[config.mk]
export PLATFORM = sky130hd
export DESIGN_NAME = crs_regset
export DESIGN_NICKNAME = d
export VERILOG_FILES = /design/src/include/crs_pkg.sv /design/src/logic/crs_regset.sv
export SDC_FILE = /design/constraint.sdc
export NUM_CORES = 1
export LEC_CHECK = 0
export BUFFER_PORTS_ARGS = -buffer_cell sky130_fd_sc_hd__buf_2
export CELL_PAD_IN_SITES_DETAIL_PLACEMENT = 1
export CELL_PAD_IN_SITES_GLOBAL_PLACEMENT = 1
export CORE_AREA = 2 2 138 140
export DETAILED_ROUTE_END_ITERATION = 10
export DIE_AREA = 0 0 140 142
export GPL_ROUTABILITY_DRIVEN = 0
export MAX_ROUTING_LAYER = met4
export PLACE_DENSITY_LB_ADDON = 0.08
export SYNTH_ARGS = -nofsm -noshare
export SYNTH_HDL_FRONTEND = slang
export SYNTH_SLANG_ARGS = --single-unit
export TNS_END_PERCENT = 10
[constraint.sdc]
create_clock -name clk -period 6.75 [get_ports clk]
set_input_delay 0 -clock clk [delete_from_list [all_inputs] [get_ports clk]]
set_output_delay 0 -clock clk [all_outputs]
set_load 0.1 [all_outputs]
[src/include/crs_pkg.sv]
// constants and types for the register set and flags block
package crs_pkg;

  // memory space: one 64 Kbyte space, 16-bit addresses
  localparam int ADDR_W = 16;
  localparam int MEM_BYTES = 65536;

  // register byte offsets on the bus
  localparam logic [7:0] REG_IP = 8'h00;
  localparam logic [7:0] REG_ACC = 8'h04;
  localparam logic [7:0] REG_TMP = 8'h08;
  localparam logic [7:0] REG_IX = 8'h0C;
  localparam logic [7:0] REG_EP = 8'h10;
  localparam logic [7:0] REG_SP = 8'h14;
  localparam logic [7:0] REG_PS = 8'h18;
  localparam logic [7:0] REG_MIRROR = 8'h1C;
  localparam logic [7:0] REG_ALU = 8'h20;
  localparam logic [7:0] REG_DIR = 8'h24;
  localparam logic [7:0] REG_GP = 8'h28;
  localparam logic [7:0] REG_IRQ = 8'h2C;

  // data-space address of the bank/page mirror byte
  localparam logic [15:0] MIRROR_ADDR = 16'h0078;

  // status word field positions
  localparam int PS_RP_HI = 15;
  localparam int PS_RP_LO = 11;
  localparam int PS_DP_HI = 10;
  localparam int PS_DP_LO = 8;
  localparam int PS_CC_HI = 7;
  localparam int CC_H = 7;
  localparam int CC_I = 6;
  localparam int CC_IL_HI = 5;
  localparam int CC_IL_LO = 4;
  localparam int CC_N = 3;
  localparam int CC_Z = 2;
  localparam int CC_V = 1;
  localparam int CC_C = 0;

  // reset values: interrupts off, page 0, bank 0, level 3
  localparam logic [15:0] PS_RESET = 16'h0030;
  localparam logic [15:0] WORD_RESET = 16'h0000;

  // direct window and register bank layout
  localparam logic [7:0] DIR_WIN_LO = 8'h80;
  localparam int DIR_PAGE_SHIFT = 7;
  localparam logic [15:0] GP_BASE = 16'h0100;
  localparam int GP_IDX_W = 3;
  localparam int GP_BANKS = 32;

  // arithmetic operations that update the flags
  typedef enum logic [1:0] {ALU_ADD, ALU_SUB, ALU_SHL, ALU_SHR} crs_alu_op_t;

  // whole state of the block
  typedef struct packed {
    logic [15:0] ip;
    logic [15:0] acc;
    logic [15:0] tmp;
    logic [15:0] ix;
    logic [15:0] ep;
    logic [15:0] sp;
    logic [15:0] ps;
    logic [7:0] dirIn;
    logic [2:0] gpIdx;
    logic irqAcc;
    logic ack;
    logic [31:0] dat;
  } crs_state_t;

endpackage

[src/logic/crs_regset.sv]
// programmer-visible register set, status word and flags of the core
////////////////////////////////////////////////////////////////////////////
// Notes on behaviour
// - one 64 Kbyte space; every address formed here is 16 bits wide
// - 16-bit instruction pointer holds the fetch location
// - 16-bit accumulator; byte operations touch only its low byte
// - 16-bit temporary accumulator is the second operand, low byte for bytes
// - 16-bit index pointer, extra pointer and stack top pointer
// - status word: bank and page pointer high byte, flags low byte
// - direct 80h-FFh moves up 80h per page step, 111 gives 0400h-047Fh
// - direct 00h-7Fh always reach 0000h-007Fh unchanged
// - half-carry reflects carry or borrow between bits 3 and 4
// - interrupt enable permits when 1, blocks when 0, cleared by reset
// - request accepted only if its level is below the mask level
// - negative flag copies result msb
// - zero flag set for zero result, cleared otherwise
// - overflow flag set on two's-complement overflow
// - carry from bit 7 carry/borrow, or the bit shifted out
// - eight 8-bit registers per bank, 32 banks, index from 3 bits
// - bank pointer selects the active register bank
// - mirror byte shows bank and page pointers for memory access
module crs_regset
(
  input wire logic clk,
  input wire logic nrst,
  input wire logic cyc_i,
  input wire logic stb_i,
  input wire logic we_i,
  input wire logic [7:0] adr_i,
  input wire logic [3:0] sel_i,
  input wire logic [31:0] dat_i,
  output logic [31:0] dat_o,
  output logic ack_o,
  input wire logic irqReq,
  input wire logic [1:0] irqLevel,
  output logic irqAccept,
  output logic [15:0] statusWord
);

  crs_pkg::crs_state_t st_r;
  crs_pkg::crs_state_t st_nxt;

  ////////////////////////////////////////////////////////////////////////
  // helper functions

  // byte-lane merge of a write into a 16-bit register
  function automatic logic [15:0] laneMerge(
    input logic [15:0] old,
    input logic [31:0] wd,
    input logic [3:0] sel
  );
    logic [15:0] r;
    r = old;
    if (sel[0])
    begin
      r[7:0] = wd[7:0];
    end
    if (sel[1])
    begin
      r[15:8] = wd[15:8];
    end
    return r;
  endfunction

  // direct address to real address through the page selector
  function automatic logic [15:0] remapDirect(
    input logic [2:0] dp,
    input logic [7:0] da
  );
    logic [15:0] r;
    r = {8'h00, da};
    if (da >= crs_pkg::DIR_WIN_LO)
    begin
      r = r + (16'({13'h0000, dp}) << crs_pkg::DIR_PAGE_SHIFT);
    end
    return r;
  endfunction

  // bank and index to real address of a general register
  function automatic logic [15:0] gpAddr(
    input logic [4:0] rp,
    input logic [2:0] idx
  );
    return crs_pkg::GP_BASE + {8'h00, rp, idx};
  endfunction

  // flag update and byte result of an arithmetic operation
  function automatic logic [15:0] aluCalc(
    input crs_pkg::crs_alu_op_t op,
    input logic [7:0] a,
    input logic [7:0] b,
    input logic [7:0] cc
  );
    logic [8:0] s;
    logic [4:0] hs;
    logic [7:0] f;
    s = {1'b0, a};
    hs = 5'h00;
    f = cc;
    case (op)
      crs_pkg::ALU_ADD:
      begin
        s = {1'b0, a} + {1'b0, b};
        hs = {1'b0, a[3:0]} + {1'b0, b[3:0]};
        f[crs_pkg::CC_H] = hs[4];
        f[crs_pkg::CC_V] = (a[7] == b[7]) && (s[7] != a[7]);
      end
      crs_pkg::ALU_SUB:
      begin
        s = {1'b0, a} - {1'b0, b};
        hs = {1'b0, a[3:0]} - {1'b0, b[3:0]};
        f[crs_pkg::CC_H] = hs[4];
        f[crs_pkg::CC_V] = (a[7] != b[7]) && (s[7] != a[7]);
      end
      crs_pkg::ALU_SHL:
      begin
        s = {a, 1'b0};
      end
      crs_pkg::ALU_SHR:
      begin
        s = {a[0], 1'b0, a[7:1]};
      end
      default:
      begin
        s = {1'b0, a};
      end
    endcase
    f[crs_pkg::CC_N] = s[7];
    f[crs_pkg::CC_Z] = (s[7:0] == 8'h00);
    f[crs_pkg::CC_C] = s[8];
    return {f, s[7:0]};
  endfunction

  ////////////////////////////////////////////////////////////////////////
  // decoded views of the state

  logic [4:0] bankPtr;
  logic [2:0] pageSel;
  logic [1:0] maskLevel;
  logic [15:0] dirMapped;
  logic [15:0] gpMapped;
  logic reqNew;
  logic wrNow;
  logic [31:0] rdData;
  logic [15:0] aluOut;

  // status word fields and address formers
  assign bankPtr = st_r.ps[crs_pkg::PS_RP_HI:crs_pkg::PS_RP_LO];
  assign pageSel = st_r.ps[crs_pkg::PS_DP_HI:crs_pkg::PS_DP_LO];
  assign maskLevel = st_r.ps[crs_pkg::CC_IL_HI:crs_pkg::CC_IL_LO];
  assign dirMapped = remapDirect(pageSel, st_r.dirIn);
  assign gpMapped = gpAddr(bankPtr, st_r.gpIdx);
  assign aluOut = aluCalc(crs_pkg::crs_alu_op_t'(dat_i[1:0]),
    st_r.acc[7:0], st_r.tmp[7:0], st_r.ps[7:0]);

  // a new request is answered next cycle; writes land on the ack edge
  assign reqNew = cyc_i && stb_i && !st_r.ack;
  assign wrNow = cyc_i && stb_i && we_i && st_r.ack;

  // read mux; unmapped offsets read zero
  always_comb
  begin
    rdData = 32'h0000_0000;
    case (adr_i)
      crs_pkg::REG_IP: rdData = {16'h0000, st_r.ip};
      crs_pkg::REG_ACC: rdData = {16'h0000, st_r.acc};
      crs_pkg::REG_TMP: rdData = {16'h0000, st_r.tmp};
      crs_pkg::REG_IX: rdData = {16'h0000, st_r.ix};
      crs_pkg::REG_EP: rdData = {16'h0000, st_r.ep};
      crs_pkg::REG_SP: rdData = {16'h0000, st_r.sp};
      crs_pkg::REG_PS: rdData = {16'h0000, st_r.ps};
      crs_pkg::REG_MIRROR: rdData = {24'h00_0000, st_r.ps[15:8]};
      crs_pkg::REG_ALU: rdData = {24'h00_0000, st_r.ps[7:0]};
      crs_pkg::REG_DIR: rdData = {dirMapped, 8'h00, st_r.dirIn};
      crs_pkg::REG_GP: rdData = {gpMapped, 13'h0000, st_r.gpIdx};
      crs_pkg::REG_IRQ: rdData = {31'h0000_0000, st_r.irqAcc};
      default: rdData = 32'h0000_0000;
    endcase
  end

  ////////////////////////////////////////////////////////////////////////
  // next state

  always_comb
  begin
    st_nxt = st_r;
    st_nxt.ack = reqNew;
    if (reqNew)
    begin
      st_nxt.dat = rdData;
    end
    // accept only when enabled and strictly more urgent than the mask
    st_nxt.irqAcc = irqReq && st_r.ps[crs_pkg::CC_I]
      && (irqLevel < maskLevel);
    if (wrNow)
    begin
      case (adr_i)
        crs_pkg::REG_IP: st_nxt.ip = laneMerge(st_r.ip, dat_i, sel_i);
        crs_pkg::REG_ACC: st_nxt.acc = laneMerge(st_r.acc, dat_i, sel_i);
        crs_pkg::REG_TMP: st_nxt.tmp = laneMerge(st_r.tmp, dat_i, sel_i);
        crs_pkg::REG_IX: st_nxt.ix = laneMerge(st_r.ix, dat_i, sel_i);
        crs_pkg::REG_EP: st_nxt.ep = laneMerge(st_r.ep, dat_i, sel_i);
        crs_pkg::REG_SP: st_nxt.sp = laneMerge(st_r.sp, dat_i, sel_i);
        crs_pkg::REG_PS: st_nxt.ps = laneMerge(st_r.ps, dat_i, sel_i);
        crs_pkg::REG_MIRROR:
        begin
          if (sel_i[0])
          begin
            st_nxt.ps[15:8] = dat_i[7:0];
          end
        end
        crs_pkg::REG_ALU:
        begin
          if (sel_i[0])
          begin
            st_nxt.acc[7:0] = aluOut[7:0];
            st_nxt.ps[7:0] = aluOut[15:8];
          end
        end
        crs_pkg::REG_DIR:
        begin
          if (sel_i[0])
          begin
            st_nxt.dirIn = dat_i[7:0];
          end
        end
        crs_pkg::REG_GP:
        begin
          if (sel_i[0])
          begin
            st_nxt.gpIdx = dat_i[2:0];
          end
        end
        default:
        begin
          st_nxt.dirIn = st_r.dirIn;
        end
      endcase
    end
  end

  // state register
  always_ff @(posedge clk)
  begin
    if (!nrst)
    begin
      st_r <= '0;
      st_r.ps <= crs_pkg::PS_RESET;
    end
    else
    begin
      st_r <= st_nxt;
    end
  end

  // outputs from the state register
  assign dat_o = st_r.dat;
  assign ack_o = st_r.ack;
  assign irqAccept = st_r.irqAcc;
  assign statusWord = st_r.ps;

  ////////////////////////////////////////////////////////////////////////
  // reference values for the flag and bus checks, kept apart from aluCalc

  logic [8:0] addRef;
  logic [4:0] halfRef;
  logic addCarry;
  logic addHalf;
  logic addOvf;
  logic shlOut;
  logic [15:0] wrWord;
  logic [7:0] bankPage;

  // byte sum and low-nibble sum of the two operands
  assign addRef = {1'b0, st_r.acc[7:0]} + {1'b0, st_r.tmp[7:0]};
  assign halfRef = {1'b0, st_r.acc[3:0]} + {1'b0, st_r.tmp[3:0]};

  // expected add flags, shifted-out bit, write word and mirror byte
  assign addCarry = addRef[8];
  assign addHalf = halfRef[4];
  assign addOvf = (st_r.acc[7] == st_r.tmp[7]) && (addRef[7] != st_r.acc[7]);
  assign shlOut = st_r.acc[7];
  assign wrWord = dat_i[15:0];
  assign bankPage = {bankPtr, pageSel};
endmodule // crs_regset

==> results.sh <==
export IMPL_status="finished, violations left"
export IMPL_violations="DRC"
export IMPL_cp_slowest_cell="dfxtp_1"
export IMPL_antenna_cells=0
export IMPL_grt_pass1_vias=7541
export IMPL_switchingPower_uw=542
export IMPL_ctsHtreeMaxLevel=4
export IMPL_dieArea_sq_um=19900
export IMPL_viasPerCell=6.05
export IMPL_cp_top_family="compound AO/OA/AOI/OAI gates"
export IMPL_crit_path_end_kind="flop"
export IMPL_critPathMaxFanout=7
export IMPL_timing_final_max_slew_violations=0
export IMPL_pre_cts_ws_ns=3.81
export IMPL_cap_violations=0
export IMPL_skew_ns=0.0102
export IMPL_stdcell_area_sq_um=9400
export IMPL_path_common_cell="a21oi_1"
export IMPL_fin_cells=1310
export IMPL_start_kind="flop"
export IMPL_nets=1141
export IMPL_intPower_mw=1.45
export IMPL_cellLeakagePower_nw=3.75
export IMPL_wl_per_cell_um=22.1
export IMPL_die_x_um=140
export IMPL_ctsLongestPathBuffers=2
export IMPL_switching_share_pct=27.2
export IMPL_fmax_mhz=360
export IMPL_via_count=7932
export IMPL_placed_area_sq_um=8640
export IMPL_clkTransAtPathRegs_ns=0.07
export IMPL_grt_overflow=0
export IMPL_setup_viol=0
export IMPL_remaining_drc_errors=5
export IMPL_synthFlopType="dfxtp_1"
export IMPL_synth_edff_count=0
export IMPL_synthTopCellsByArea="dfxtp_1 36%, mux2i_1 7.4%, a21oi_1 6.5%"
export IMPL_grt_pass1_wl_um=44800
export IMPL_cts_tree="yes"
export IMPL_drtPass1Iterations=10
export IMPL_grt_antenna_before_repair=0
export IMPL_synth_avg_cell_area_sq_um=8.10
export IMPL_seqPwrFrac_pct=44.9
export IMPL_path_class="flop to flop"
export IMPL_slowest_delay_ns=0.53
export IMPL_finalCritPeriodShare_pct=41.1
export IMPL_grt_max_degree=99
export IMPL_whs_path_depth=4
export IMPL_drive_gt1_share_pct=14.9
export IMPL_drt_iter0_drc=631
export IMPL_core_region_area_sq_um=18500
export IMPL_ant_nets=0
export IMPL_synthArstFlopShare_pct=0
export IMPL_rows=50
export IMPL_synth_area_sq_um=8520
export IMPL_cts_num_sinks=152
export IMPL_cp_depth=9
export IMPL_fin_setup_tns_ns=0
export IMPL_clkPwrFrac_pct=48.6
export IMPL_irDropWorstVdd_mv=0.168
export IMPL_worst_ep_arrival_time_ns=3.14
export IMPL_synth_ff_latch_count=152
export IMPL_area_delta_synth_final_pct=10.3
export IMPL_fin_crit_ns=2.78
export IMPL_synthCells=1052
export IMPL_hold_violations=0
export IMPL_cts_root_buffer="clkbuf_16"
export IMPL_seq_area_frac_synth_pct=35.7
export IMPL_cts_made_buffers=17
export IMPL_power_frac_comb_pct=6.5
export IMPL_io_pins=102
export IMPL_yosysWarnings=0
export IMPL_p_per_area_nw_per_um2=212
export IMPL_synth_top_cell_by_area="dfxtp_1"
export IMPL_dp_hpwl_um=20200
export IMPL_r2r_cells=9
export IMPL_start_util_pct=46.2
export IMPL_hold_class="input port to flop"
export IMPL_ys_types=75
export IMPL_hold_slack_ns=0.0542
export IMPL_fp_dieH_um=142
export IMPL_worstMarginPinSlew_ns=1.10
export IMPL_postRouteWirelength_um=29000
export IMPL_numPortBuffers=78
export IMPL_dp_cells=1261
export IMPL_setup_slack_ns=3.97
export IMPL_rsz0062_at_grt="false"
export IMPL_timing_slew_headroom_pct=27.0
export IMPL_cp_num_buf_inv=1
export IMPL_clock_latency_ns=0.43
export IMPL_synth_top_area_share_pct=35.7
export IMPL_path_cells="inv_1 -> fa_1 -> nor2_1 -> o21ai_0 -> a21oi_1 -> mux2_2 -> a211oi_1 -> nand2_1 -> a21oi_1"
export IMPL_groute_usage_overall_pct=30.2
export IMPL_worstPathRequired_ns=7.11
## cell type report
| class | count | area [sq um] |
|---|---|---|
| Timing Repair Buffer | 106 | 643 |
| Clock inverter | 14 | 160 |
| Fill cell | 2250 | 9060 |
| Inverter | 21 | 81.3 |
| Clock buffer | 18 | 429 |
| Multi-Input combinational cell | 765 | 4750 |
| Tap cell | 234 | 293 |
| Sequential cell | 152 | 3040 |
## metrics by stage
| step | power [mW] | utilization (%) |
|---|---|---|
| after floorplan | 0.995 | - |
| after global placement | 1.04 | 46.8 |
| after detailed placement | 1.04 | 46.8 |
| after CTS | 2.00 | 50.9 |
| after global routing | 2.05 | 50.9 |
| final | 2.00 | 50.9 |
## repair_timing
action | CTS | global route
hold endpoints to repair | 93 | 0
resized for setup | 0 | 0
hold buffers | 17 | 0
setup buffers | 0 | 0
## power by group through the flow
stage | registers (mW) | clock network [mW] | logic [mW]
floorplan | 0.919 | 0 | 0.0756
global placement | 0.917 | 0 | 0.120
detailed placement | 0.917 | 0 | 0.121
CTS | 0.897 | 0.975 | 0.128
global route | 0.896 | 1.02 | 0.137
finish | 0.897 | 0.970 | 0.130
## Yosys cell counts, drive strengths merged, types with 3 or more instances
master	n
a211oi	12
a21oi	112
a221oi	7
a22o	3
a22oi	35
a2bb2oi	3
a31oi	10
a32oi	4
and2	8
and3	6
buf	73
clkbuf	45
dfxtp	152
ha	24
inv	20
mux2	16
mux2i	63
mux4	3
nand2	150
nand2b	9
nand3	48
nand3b	5
nor2	117
nor2b	6
nor3	12
nor4	4
nor4b	3
o211ai	3
o21a	3
o21ai	35
o221ai	4
o22ai	14
xnor2	5
xor2	3
## layout by cell type (no fill, tap or decap), types with 6 or more instances in the layout
| master | n |
|---|---|
| dfxtp_1 | 152 |
| and2_1 | 7 |
| nand2_1 | 148 |
| o22ai_1 | 14 |
| nor3_1 | 8 |
| a31oi_1 | 10 |
| a221oi_1 | 7 |
| and3_1 | 6 |
| nand2b_1 | 9 |
| nor2b_1 | 6 |
| ha_1 | 24 |
| o21ai_0 | 34 |
| nor2_1 | 114 |
| mux2_2 | 16 |
| mux2i_1 | 63 |
| a22oi_1 | 35 |
| dlygate4sd3_1 | 17 |
| nand3_1 | 48 |
| clkbuf_16 | 17 |
| a21oi_1 | 111 |
| inv_1 | 20 |
| a211oi_1 | 10 |
| buf_4 | 11 |
| buf_2 | 78 |
## worst reg2reg max path, cell delays in order, from the launching register on
cell and delay (ns):
dfxtp_1 0.53, inv_1 0.17, fa_1 0.52, nor2_1 0.12, o21ai_0 0.09, a21oi_1 0.29
mux2_2 0.38, a211oi_1 0.34, nand2_1 0.10, a21oi_1 0.16
## state kept, by name, indices dropped and copies added, names as in the netlist
name / flops
statusWord: 16
shlOut: 1
dat_o: 27
st_r: 106
irqAccept: 1
ack_o: 1
## path summary, 6_finish.rpt
| path | startpoint | to | slack (ns) |
|---|---|---|---|
| setup / recovery | st_r[110] | st_r[131] | 3.97 |
| hold / removal | adr_i[0] | dat_o[16] | 0.05 |
| setup reg to reg | st_r[110] | st_r[131] | 3.97 |
| hold reg to reg | st_r[148] | st_r[148] | 0.45 |
## metal layers
| metal | vias up | part of all wire [%] | global-route usage [%] |
|---|---|---|---|
| met2 | 227 | 46 | 46.4 |
| met4 | 0 | 1.6 | 8.08 |
| met5 | - | 0 | - |
| li1 | 3700 | - | - |
| met3 | 34 | 4.9 | 4.34 |
| met1 | 3971 | 48 | 41.9 |
## kinds of logic (layout without fill, tap and decap cells)
logic type,count (synthesis),count (layout),share of synthesized area (%)
other,1,5,0.0440
buffers and inverters,139,159,8.71
and+or+nand+nor,374,374,20.3
AOI/OAI and AO/OA,270,270,20.1
adders and majority gates,26,26,4.00
muxes,82,82,10.3
DFF,152,152,35.7
xor gates and xnor gates,8,8,0.823
No activity file was read; power rests on OpenSTA's default activity.
